$ cat src/core/uda_top.sv
`timescale 1ns/10ps
`default_nettype none

// ****************************************************************
// shared constants and types
// ****************************************************************
package uda_pkg;
   localparam int CLK_HZ     = 20_000_000;
   localparam int BAUD_HZ    = 9600;
   localparam int OVERSAMPLE = 16;
   localparam logic [7:0] OS_DIV = 8'(CLK_HZ / (BAUD_HZ * OVERSAMPLE));
   localparam logic [3:0] OS_LAST = 4'(OVERSAMPLE - 1);
   localparam logic [3:0] OS_MID  = 4'(OVERSAMPLE / 2 - 1);
   // register selects
   localparam logic [1:0] RS_DATA    = 2'h0;
   localparam logic [1:0] RS_STATUS  = 2'h1;
   localparam logic [1:0] RS_COMMAND = 2'h2;
   localparam logic [1:0] RS_CONTROL = 2'h3;
   // control fields: word length code 0..3 means 8..5 bits
   localparam int CTL_WLEN_LSB = 5;
   localparam int CTL_STOP2    = 7;
   // command fields
   localparam int CMD_PAR_EN   = 5;
   localparam int CMD_PAR_EVEN = 6;
   // status bits
   localparam int ST_PERR = 0;
   localparam int ST_FERR = 1;
   localparam int ST_OVR  = 2;
   localparam int ST_RDRF = 3;
   localparam int ST_TDRE = 4;
   // reset values and sizes
   localparam logic [7:0] CTL_RST = 8'h00;
   localparam logic [7:0] CMD_RST = 8'h00;
   localparam int DATA_W        = 8;
   localparam int TX_FIFO_DEPTH = 8;

   typedef enum logic [2:0] {S_IDLE, S_START, S_DATA, S_PAR, S_STOP} uda_st_t;

   typedef struct packed {
      logic       cs0;
      logic       cs1_n;
      logic       rw;
      logic [1:0] rs;
      logic [7:0] data;
      logic       strobe;
   } uda_bus_t;

   typedef struct packed {
      uda_st_t    st;
      logic [3:0] os;
      logic [2:0] idx;
      logic       par;
      logic       stop2nd;
      logic [7:0] shift;
      logic       line;
   } uda_ser_t;
endpackage : uda_pkg

// ****************************************************************
// serial interface core
// ****************************************************************
module uda_top
   import uda_pkg::*;
(
   // clock and reset
   input  wire logic       CLK_SYS_I,
   input  wire logic       RESETN_I,
   // processor bus
   input  wire logic       CS0_I,
   input  wire logic       CS1_N_I,
   input  wire logic       RW_I,
   input  wire logic [1:0] RS_I,
   input  wire logic       STROBE_I,
   input  wire logic [7:0] DATA_I,
   output logic      [7:0] DATA_O,
   output logic            DATA_OE_O,
   // serial lines
   input  wire logic       RXD_I,
   output logic            TXD_O
);
   uda_bus_t   bus_m;
   uda_bus_t   bus_s;
   logic       strobe_d;
   logic       rxd_m;
   logic       rxd_s;
   logic [7:0] os_cnt;
   logic       os_tick;
   logic       access;
   logic       sel;
   logic       wr_tx;
   logic       rd_rx;
   logic [7:0] ctl;
   logic [7:0] cmd;
   logic [7:0] rx_hold;
   logic       rdrf;
   logic       perr;
   logic       ferr;
   logic       ovr;
   logic [7:0] next_ctl;
   logic [7:0] next_cmd;
   logic [7:0] next_rx_hold;
   logic       next_rdrf;
   logic       next_perr;
   logic       next_ferr;
   logic       next_ovr;
   logic [7:0] next_data_o;
   logic [1:0] wcode;
   logic [2:0] last_idx;
   logic [7:0] wmask;
   logic       tdre;
   logic       fifo_valid;
   logic [7:0] fifo_data;
   logic       tx_pop;
   uda_ser_t   tx;
   uda_ser_t   next_tx;
   uda_ser_t   rx;
   uda_ser_t   next_rx;
   logic       rx_done;
   logic       rx_perr;
   logic       rx_ferr;
   logic       rx_accept;
   logic       tx_p;
   logic       rx_p;

   // ****************************************************************
   // pin synchronisers and bus decode
   // ****************************************************************
   always_ff @(posedge CLK_SYS_I) begin
      if (!RESETN_I) begin
         bus_m    <= '0;
         bus_s    <= '0;
         strobe_d <= 1'b0;
         rxd_m    <= 1'b1;
         rxd_s    <= 1'b1;
      end else begin
         bus_m    <= '{CS0_I, CS1_N_I, RW_I, RS_I, DATA_I, STROBE_I};
         bus_s    <= bus_m;
         strobe_d <= bus_s.strobe;
         rxd_m    <= RXD_I;
         rxd_s    <= rxd_m;
      end
   end

   assign sel       = bus_s.cs0 & ~bus_s.cs1_n;
   // one action per strobe, taken on its leading edge
   assign access    = sel & bus_s.strobe & ~strobe_d;
   assign wr_tx     = access & ~bus_s.rw & (bus_s.rs == RS_DATA);
   assign rd_rx     = access & bus_s.rw & (bus_s.rs == RS_DATA);
   assign DATA_OE_O = sel & bus_s.strobe & bus_s.rw;

   assign wcode    = ctl[CTL_WLEN_LSB +: 2];
   assign last_idx = 3'h7 - {1'b0, wcode};
   assign wmask    = 8'hFF >> wcode;

   // ****************************************************************
   // oversample tick
   // ****************************************************************
   always_ff @(posedge CLK_SYS_I) begin
      if (!RESETN_I) begin
         os_cnt <= 8'h00;
      end else begin
         os_cnt <= os_tick ? 8'h00 : 8'(os_cnt + 8'h01);
      end
   end
   assign os_tick = (os_cnt == OS_DIV - 8'h01);

   // ****************************************************************
   // registers
   // ****************************************************************
   always_comb begin
      next_ctl     = ctl;
      next_cmd     = cmd;
      next_rx_hold = rx_hold;
      next_rdrf    = rdrf;
      next_perr    = perr;
      next_ferr    = ferr;
      next_ovr     = ovr;
      next_data_o  = DATA_O;
      if (access && !bus_s.rw) begin
         if (bus_s.rs == RS_STATUS) begin
            next_ovr = 1'b0;
         end else if (bus_s.rs == RS_COMMAND) begin
            next_cmd = bus_s.data;
         end else if (bus_s.rs == RS_CONTROL) begin
            next_ctl = bus_s.data;
         end
      end
      if (access && bus_s.rw) begin
         if (bus_s.rs == RS_DATA) begin
            next_data_o = rx_hold;
            next_rdrf   = 1'b0;
         end else if (bus_s.rs == RS_STATUS) begin
            next_data_o = {3'h0, tdre, rdrf, ovr, ferr, perr};
         end else if (bus_s.rs == RS_COMMAND) begin
            next_data_o = cmd;
         end else begin
            next_data_o = ctl;
         end
      end
      // a character lost in the cycle of a status write still wins the flag
      if (rx_done && !rx_accept) begin
         next_ovr = 1'b1;
      end
      if (rx_accept) begin
         next_rx_hold = rx.shift & wmask;
         next_rdrf    = 1'b1;
         next_perr    = rx_perr;
         next_ferr    = rx_ferr;
         next_ovr     = 1'b0;
      end
   end

   // old data is kept on overrun, so software sees the oldest character
   assign rx_accept = rx_done & (~rdrf | rd_rx);

   always_ff @(posedge CLK_SYS_I) begin
      if (!RESETN_I) begin
         ctl     <= CTL_RST;
         cmd     <= CMD_RST;
         rx_hold <= 8'h00;
         rdrf    <= 1'b0;
         perr    <= 1'b0;
         ferr    <= 1'b0;
         ovr     <= 1'b0;
         DATA_O  <= 8'h00;
      end else begin
         ctl     <= next_ctl;
         cmd     <= next_cmd;
         rx_hold <= next_rx_hold;
         rdrf    <= next_rdrf;
         perr    <= next_perr;
         ferr    <= next_ferr;
         ovr     <= next_ovr;
         DATA_O  <= next_data_o;
      end
   end

   // ****************************************************************
   // transmitter
   // ****************************************************************
   uda_fifo #(
      .WIDTH (DATA_W),
      .DEPTH (TX_FIFO_DEPTH)
   ) u_tx_fifo (
      .clk_i       (CLK_SYS_I),
      .resetn_i    (RESETN_I),
      .in_valid_i  (wr_tx),
      .in_data_i   (bus_s.data),
      .in_ready_o  (tdre),
      .out_valid_o (fifo_valid),
      .out_data_o  (fifo_data),
      .out_ready_i (tx_pop)
   );

   assign tx_p = tx.par ^ tx.shift[tx.idx];

   always_comb begin
      next_tx = tx;
      tx_pop  = 1'b0;
      if (os_tick) begin
         next_tx.os = 4'(tx.os + 4'h1);
         case (tx.st)
            S_IDLE: begin
               next_tx.os = 4'h0;
               if (fifo_valid) begin
                  tx_pop          = 1'b1;
                  next_tx.shift   = fifo_data;
                  next_tx.par     = 1'b0;
                  next_tx.stop2nd = 1'b0;
                  next_tx.st      = S_START;
                  next_tx.line    = 1'b0;
               end
            end
            S_START: begin
               if (tx.os == OS_LAST) begin
                  next_tx.st   = S_DATA;
                  next_tx.idx  = 3'h0;
                  next_tx.line = tx.shift[0];
               end
            end
            S_DATA: begin
               if (tx.os == OS_LAST) begin
                  next_tx.par = tx_p;
                  if (tx.idx == last_idx) begin
                     if (cmd[CMD_PAR_EN]) begin
                        next_tx.st   = S_PAR;
                        next_tx.line = cmd[CMD_PAR_EVEN] ? tx_p : ~tx_p;
                     end else begin
                        next_tx.st   = S_STOP;
                        next_tx.line = 1'b1;
                     end
                  end else begin
                     next_tx.idx  = 3'(tx.idx + 3'h1);
                     next_tx.line = tx.shift[3'(tx.idx + 3'h1)];
                  end
               end
            end
            S_PAR: begin
               if (tx.os == OS_LAST) begin
                  next_tx.st   = S_STOP;
                  next_tx.line = 1'b1;
               end
            end
            default: begin
               if (tx.os == OS_LAST) begin
                  if (ctl[CTL_STOP2] && !tx.stop2nd) begin
                     next_tx.stop2nd = 1'b1;
                  end else begin
                     next_tx.st = S_IDLE;
                  end
               end
            end
         endcase
      end
   end

   always_ff @(posedge CLK_SYS_I) begin
      if (!RESETN_I) begin
         tx      <= '0;
         tx.line <= 1'b1;
      end else begin
         tx <= next_tx;
      end
   end
   assign TXD_O = tx.line;

   // ****************************************************************
   // receiver
   // ****************************************************************
   assign rx_p = rx.par ^ rxd_s;

   always_comb begin
      next_rx = rx;
      rx_done = 1'b0;
      rx_perr = rx.line;
      rx_ferr = ~rxd_s;
      if (os_tick) begin
         next_rx.os = 4'(rx.os + 4'h1);
         case (rx.st)
            S_IDLE: begin
               next_rx.os = 4'h0;
               if (!rxd_s) begin
                  next_rx.st = S_START;
               end
            end
            S_START: begin
               // recheck at mid bit so a glitch is not taken for a start
               if (rx.os == OS_MID) begin
                  next_rx.os    = 4'h0;
                  next_rx.st    = rxd_s ? S_IDLE : S_DATA;
                  next_rx.idx   = 3'h0;
                  next_rx.par   = 1'b0;
                  next_rx.line  = 1'b0;
                  next_rx.shift = 8'h00;
               end
            end
            S_DATA: begin
               if (rx.os == OS_LAST) begin
                  next_rx.shift[rx.idx] = rxd_s;
                  next_rx.par           = rx_p;
                  next_rx.idx           = 3'(rx.idx + 3'h1);
                  if (rx.idx == last_idx) begin
                     next_rx.st = cmd[CMD_PAR_EN] ? S_PAR : S_STOP;
                  end
               end
            end
            S_PAR: begin
               if (rx.os == OS_LAST) begin
                  next_rx.line = cmd[CMD_PAR_EVEN] ? rx_p : ~rx_p;
                  next_rx.st   = S_STOP;
               end
            end
            default: begin
               if (rx.os == OS_LAST) begin
                  rx_done    = 1'b1;
                  next_rx.st = S_IDLE;
               end
            end
         endcase
      end
   end

   always_ff @(posedge CLK_SYS_I) begin
      if (!RESETN_I) begin
         rx <= '0;
      end else begin
         rx <= next_rx;
      end
   end
endmodule : uda_top

`default_nettype wire

$ cat src/core/uda_fifo.sv
`timescale 1ns/10ps
`default_nettype none

// ****************************************************************
// transmit staging fifo
// ****************************************************************
module uda_fifo #(
   parameter int WIDTH = 8,
   parameter int DEPTH = 8
) (
   // clock and reset
   input  wire logic             clk_i,
   input  wire logic             resetn_i,
   // fill side
   input  wire logic             in_valid_i,
   input  wire logic [WIDTH-1:0] in_data_i,
   output logic                  in_ready_o,
   // drain side
   output logic                  out_valid_o,
   output logic      [WIDTH-1:0] out_data_o,
   input  wire logic             out_ready_i
);
   // depth must be a power of two so the pointers wrap by themselves
   localparam int AW = $clog2(DEPTH);
   localparam logic [AW:0] FULL_CNT = (AW+1)'(DEPTH);

   logic [WIDTH-1:0] mem [DEPTH];
   logic [AW-1:0]    wp;
   logic [AW-1:0]    rp;
   logic [AW:0]      cnt;
   logic [AW-1:0]    next_wp;
   logic [AW-1:0]    next_rp;
   logic [AW:0]      next_cnt;
   logic             push;
   logic             pop;

   assign in_ready_o  = (cnt != FULL_CNT);
   assign out_valid_o = (cnt != '0);
   assign out_data_o  = mem[rp];
   assign push        = in_valid_i & in_ready_o;
   assign pop         = out_valid_o & out_ready_i;

   always_comb begin
      next_wp  = wp;
      next_rp  = rp;
      next_cnt = cnt;
      if (push) begin
         next_wp = AW'(wp + 1'b1);
      end
      if (pop) begin
         next_rp = AW'(rp + 1'b1);
      end
      if (push && !pop) begin
         next_cnt = (AW+1)'(cnt + 1'b1);
      end else if (pop && !push) begin
         next_cnt = (AW+1)'(cnt - 1'b1);
      end
   end

   always_ff @(posedge clk_i) begin
      if (!resetn_i) begin
         wp  <= '0;
         rp  <= '0;
         cnt <= '0;
      end else begin
         wp  <= next_wp;
         rp  <= next_rp;
         cnt <= next_cnt;
      end
   end

   // storage needs no reset, only the pointers and count do
   always_ff @(posedge clk_i) begin
      if (push) begin
         mem[wp] <= in_data_i;
      end
   end

endmodule : uda_fifo

`default_nettype wire

$ cat config.mk
export PLATFORM = sky130hd
export DESIGN_NAME = uda_top
export DESIGN_NICKNAME = d
export VERILOG_FILES = /design/src/core/uda_top.sv /design/src/core/uda_fifo.sv
export SDC_FILE = /design/constraint.sdc
export NUM_CORES = 1
export LEC_CHECK = 0
export BUFFER_PORTS_ARGS = -buffer_cell sky130_fd_sc_hd__buf_4
export CORE_AREA = 2 2 125 139
export DETAILED_ROUTE_END_ITERATION = 8
export DIE_AREA = 0 0 127 141
export PLACE_DENSITY = 0.76
export SYNTH_ARGS = -nofsm -noshare
export SYNTH_HDL_FRONTEND = slang
export SYNTH_SLANG_ARGS = --single-unit
$ cat constraint.sdc
create_clock -name CLK_SYS_I -period 3.2 [get_ports CLK_SYS_I]
set_input_delay 0.48 -clock CLK_SYS_I [delete_from_list [all_inputs] [get_ports CLK_SYS_I]]
set_output_delay 0.48 -clock CLK_SYS_I [all_outputs]
set_load 0.005 [all_outputs]
==> metrics.yaml, run 1 <==
die_x_um: 127
worst_pin_slew_ps: 1068
synth_common_cells: "dfxtp_1, nor2_1, edfxtp_1"
grt.total_usage_pct: 18.56
cts.sinks: 193
dieHeight_um: 141
yosys.area.top_type: "dfxtp_1"
worst-endpoint-required_ps: 3560
overflow: 0
cts_made_buffers: 17
synth_seq_cells: 193
cts-root-buf: "clkbuf_16"
yosys_warnings: 0
power.total_mw: 4.675
yosysSeqAreaShare_pct: 55.89
h-tree-depth: 4
yosys-top-cells-area: "dfxtp_1, edfxtp_1, mux2i_1"
ant_nets: 0
grt_max_degree: 40
place_congestion: 0.8559
crit_type: "reg -> reg"
p_per_area_nw_per_um2: 517.6
crit_slowest_cell: "dfxtp_1"
std_cell_rows: 50
syn_area_um2: 8059
drv_slew: 0
synthToLayoutAreaGrowth_pct: 12.08
ios: 27
final-setup-viol-count: 0
core_area_um2: 16640
synthArstFlopShare_pct: 0
cts_setup_buffers: 0
worstHoldPathType: "in -> reg"
synthDistinctLibCells: 61
die_area_um2: 17910
arrival_ps: 3340
synth_edf_count: 64
synth_top_area_share_pct: 32.04
fillCellCount: 1361
ir_drop_v: 0.0003362
synth.avg_cell_area_um2: 11.30
synth_cells: 713
cts_tree: "built"
dp_hpwl_um: 10710
clkTransAtPathRegs_ps: 70
synth_most_common_cell: "dfxtp_1"
final_layout_size_suffix_gt1_share_pct: 14.65
outcome: "finished clean"
antenna_found_initial: 0
critPathMaxStageDelay_ps: 420
cellLeakagePower_nw: 3.097
clk_latency_ps: 430
synth_ff_type: "dfxtp_1"
drt-total-wl_um: 15760
hold_violations: 0
grt_pass1_vias: 5378
num_vias: 5341
port_buffers: 26
drc_errors: 0
cp-start-kind: "flip-flop"
nNetsFinal: 764
synth_fp_nets: 746
slew_headroom_pct: 28.08
maxCapViolCount: 0
clock_skew_ps: 7.885
period_share_pct: 93.04
worstPathCellList: "ha_1 > nand4bb_1 > nor4_2 > inv_1 > ha_1 > inv_1 > ha_1 > a21o_1 > a21oi_1 > xnor2_1 > or3_1 > a21oi_1"
grt_pass1_wl_um: 26300
path_common_cell: "ha_1"
worstSetupEndpointType: "flip-flop"
dr.pass1.iters: 5
fin_tns_setup_ps: 0
crit_fanout: 6
num_antenna_cells: 0
fmax_mhz: 335.9
start_util_pct: 48.43
ff2ff_setup_slack_ps: 220
rsz0062_at_grt: "false"
drt_iter0_drc: 397
wire_per_inst_um: 16.56
cts_buffer_depth: 2
post-route-min-period_ps: 2977
routed_via_density: 5.610
-- where the power goes --
part / total [mW] / switching [mW] / internal (mW)
clock: 2.02 / 0.898 / 1.12
sequential: 2.57 / 0.0221 / 2.55
combinational: 0.0907 / 0.0514 / 0.0393
total: 4.67 / 0.971 / 3.70
-- critical path, delay by kind of cell (launching register included) --
kind / cells / cell delay (ps)
buf+inv: 2 / 260
simple gates: 3 / 920
fa+ha+maj: 3 / 700
xor+xnor: 1 / 100
flops: 1 / 420
compound gates: 3 / 510
-- kinds of logic (layout without fill, tap and decap cells) --
| logic type | Yosys count | count (layout) | share of synthesized area [%] |
|---|---|---|---|
| AND/OR/NAND/NOR | 239 | 239 | 15.14 |
| AO/OA/AOI/OAI | 109 | 109 | 8.430 |
| adder cells (fa/ha/maj) | 16 | 16 | 2.577 |
| buffers and inverters | 60 | 91 | 3.074 |
| flip-flops | 193 | 193 | 55.89 |
| multiplexers | 74 | 74 | 12.50 |
| XOR/XNOR | 22 | 22 | 2.391 |
-- cell usage in the layout (no fill, tap or decap), drive strengths merged, types with 6 or more instances in the layout --
cell	instances
mux2i	51
and2	30
nor2	90
a21oi	38
nand2	35
a211oi	19
buf	44
xnor2	9
dfxtp	129
o21ai	28
inv	18
nor3b	6
ha	15
nand3	18
mux4	20
nand2b	11
clkbuf	21
nor3	9
edfxtp	64
a31oi	6
xor2	13
-- stage by stage --
stage | hold WS (ps) | area [um^2] | util [%] | setup WS [ps] | std cells
detailed placement | 401.7 | 8464 | 50.86 | 254.3 | 920
global route | 224.7 | 9032 | 54.28 | 0.04885 | 952
CTS | 216.2 | 9030 | 54.26 | 191.0 | 952
global placement | 395.6 | 8464 | 50.86 | 448.9 | 920
floorplan | 386.3 | 8059 | - | 257.6 | 713
finish | 227.6 | 9032 | 54.28 | 222.9 | 952
-- repair_timing --
action	in CTS	in global routing
setup endpoints to repair	0	1
gates resized for setup	0	1
hold buffers	0	0
-- per-layer routing --
metal  routed length (um)  GRT usage (%)  part of all wire (%)  vias to the layer above
met5                    0              0                     0                        -
met4                  326          7.924                   2.1                        0
met3                  609          3.909                   3.9                       28
met2                 8136          32.14                    52                      124
met1                 6692          22.45                    42                     2594
li1                     -              -                     -                     2595
-- flip-flops by register name, summed over array words and instances (netlist names), named ones only --
register       cells
TXD_O              1
perr               1
rx_hold            8
rdrf               1
tx                20
rxd_m              1
rx                19
u_tx_fifo.wp       3
rxd_s              1
bus_m             14
ovr                1
u_tx_fifo.cnt      4
u_tx_fifo.rp       3
os_cnt             8
DATA_O             8
rx_perr            1
bus_s             14
u_tx_fifo.mem     64
strobe_d           1
ferr               1
ctl                8
cmd                8
-- final cells by class --
class                           instances  area (um^2)  area share [%]
Clock inverter                         11        105.1           1.164
Timing Repair Buffer                   44        330.3           3.657
Inverter                               15        56.30          0.6234
Sequential cell                       193         4504           49.87
Tap cell                              208        260.3           2.881
Multi-Input combinational cell        460         3316           36.71
Clock buffer                           21        460.4           5.098
-- final timing paths --
path	start	endpoint	cells after the start
worst max-delay path	os_cnt[0]	u_tx_fifo.cnt[3]	12
worst min-delay path	RXD_I	rxd_m	2
worst min register to register	rxd_m	rxd_s	1
worst max register to register	os_cnt[0]	u_tx_fifo.cnt[3]	12
Note: power is estimated with default switching activity, not from simulation.
==> inputs of run 2 (changes only) <==
Settings changed: CORE_AREA 2 2 125 139 to 2 2 130 132, DIE_AREA 0 0 127 141 to 0 0 132 134, PLACE_DENSITY 0.76 to 0.77.
==> run 2 against run 1 <==
- routed wire length about the same
- clock skew grew 3.1 ps
- setup slack improved by 43 ps
- via count fell by 0.67%
- cell count is 1.1% higher
- die area fell by 1.2%
- first-iteration DRC count is 5.3% lower
- maximum frequency rose by 1.5%
- critical path depth unchanged
- design area is 0.11% lower
- count of clock-buffer cells in the layout fell by 1
==> metrics.yaml, run 2 (synthesized netlist as in run 1, its figures left out) <==
die_area_um2: 17690  # -1.2%
ant_nets: 0  # unchanged
crit_type: "reg -> reg"
critPathMaxStageDelay_ps: 430  # about the same
crit_slowest_cell: "dfxtp_1"
cts_setup_buffers: 0  # unchanged
grt_max_degree: 39  # -2.5%
synthToLayoutAreaGrowth_pct: 11.95
fmax_mhz: 340.9  # +1.5%
post-route-min-period_ps: 2934  # -43.39 ps
core_area_um2: 16290  # -2.1%
power.total_mw: 4.608  # -1.4%
antenna_found_initial: 0  # unchanged
cts_tree: "built"
clock_skew_ps: 10.95  # +3.064 ps
largest-register: "u_tx_fifo.mem"
routed.top_layer: "met4"
worstSetupEndpointType: "flip-flop"
fin_tns_setup_ps: 0  # unchanged
rsz0062_at_grt: "false"
dr.pass1.iters: 5  # unchanged
routed_via_density: 5.515  # -1.7%
reg_top3: "u_tx_fifo.mem (64), tx (20), rx (19)"
cp_num_buf_inv: 2  # unchanged
arrival_ps: 3290  # -50 ps
num_antenna_cells: 0  # unchanged
place_congestion: 0.8852  # +3.4%
grt_pass1_vias: 5292  # -1.6%
num_vias: 5305  # -0.67%
cp-start-kind: "flip-flop"
p_per_area_nw_per_um2: 510.8  # -1.3%
cts_buffer_depth: 2  # unchanged
mostFrequentLayoutCells: "dfxtp_1, nor2_1, edfxtp_1, mux2i_1, buf_4"
wire_per_inst_um: 16.40  # -0.98%
grt.total_usage_pct: 18.49  # -0.073 points
worstHoldPathType: "in -> reg"
outcome: "finished clean"
crit_fanout: 6  # unchanged
final-setup-viol-count: 0  # unchanged
drt-total-wl_um: 15770  # about the same
nNetsFinal: 762  # -0.26%
dp_hpwl_um: 10840  # +1.1%
drt-met1-wl_um: 6951  # +3.9%
ir_drop_v: 0.0003840  # +14%
path_common_cell: "ha_1"
worst_pin_slew_ps: 1045  # -23.05 ps
fillCellCount: 1332  # -2.1%
setup_ws_ps: 266.3  # +43.39 ps
cts.sinks: 193  # unchanged
clkTransAtPathRegs_ps: 70  # about the same
slew_headroom_pct: 29.63  # +1.6 points
drt_iter0_drc: 376  # -5.3%
hold_violations: 0  # unchanged
dieHeight_um: 134  # -5.0%
std_cell_rows: 47  # -6.0%
drv_slew: 0  # unchanged
worst-endpoint-required_ps: 3550  # about the same
dp_slack_ps: 237.2  # -17.08 ps
worstPathCellList: "ha_1 > nand4bb_1 > nor4_2 > inv_1 > ha_1 > inv_1 > ha_1 > a21o_1 > a21oi_1 > xnor2_1 > or3_1 > a21oi_1"
cellLeakagePower_nw: 3.092  # -0.14%
cts_made_buffers: 17  # unchanged
cts-root-buf: "clkbuf_16"
wl_met3_um: 630  # +3.4%
ios: 27  # unchanged
dr_wl_met2_um: 8004  # -1.6%
period_share_pct: 91.68  # -1.4 points
whs_ps: 239.6  # +11.96 ps
final_layout_size_suffix_gt1_share_pct: 14.42  # -0.23 points
final_common_cell: "dfxtp_1"
maxCapViolCount: 0  # unchanged
clk_latency_ps: 420  # about the same
path_delay_family: "simple AND/OR/NAND/NOR gates"
start_util_pct: 49.47  # +1.0 points
h-tree-depth: 4  # unchanged
largest_reg_flops: 64  # unchanged
overflow: 0  # unchanged
grt_pass1_wl_um: 26100  # -0.73%
port_buffers: 26  # unchanged
die_x_um: 132  # +3.9%
drc_errors: 0  # unchanged
run 2: timing repair:
action	CTS	global route
hold buffers	0	0
endpoints found under the setup margin	0	1
resized for setup	0	1
run 2: metal layers:
| metal | global-route usage, % | vias to the layer above |
|---|---|---|
| li1 | - | 2591 |
| met1 | 23.34 | 2586 |
| met2 | 32.00 | 112 |
| met3 | 4.119 | 16 |
| met4 | 5.435 | 0 |
| met5 | 0 | - |
run 2: power by group:
part / switching [mW] / leakage, nW / internal, mW
sequential: 0.0225 / 1.63 / 2.55
clock: 0.888 / 0.277 / 1.06
combinational: 0.0517 / 1.18 / 0.0393
total: 0.962 / 3.09 / 3.65
run 2: final cells by class:
| type | instances | area [um^2] | share of cell area (%) |
|---|---|---|---|
| Tap cell | 220 | 275.3 | 3.051 |
| Timing Repair Buffer | 42 | 315.3 | 3.495 |
| Multi-Input combinational cell | 460 | 3322 | 36.82 |
| Clock buffer | 20 | 467.9 | 5.187 |
| Inverter | 15 | 56.30 | 0.6240 |
| Clock inverter | 12 | 81.33 | 0.9014 |
| Sequential cell | 193 | 4504 | 49.92 |
run 2: per-stage QoR:
stage | std cells | util (%) | instance area (um^2)
floorplan | 713 | - | 8059
global placement | 930 | 51.96 | 8464
detailed placement | 930 | 51.96 | 8464
CTS | 962 | 55.33 | 9014
global route | 962 | 55.39 | 9022
finish | 962 | 55.39 | 9022
run 2: worst paths after layout:
check / cells after the start / end / from / slack [ps]
worst max-delay path: 12 / u_tx_fifo.cnt[3] / os_cnt[0] / 270
worst min-delay path: 2 / rxd_m / RXD_I / 240
worst max register to register: 12 / u_tx_fifo.cnt[3] / os_cnt[0] / 270
worst min register to register: 1 / rxd_s / rxd_m / 410
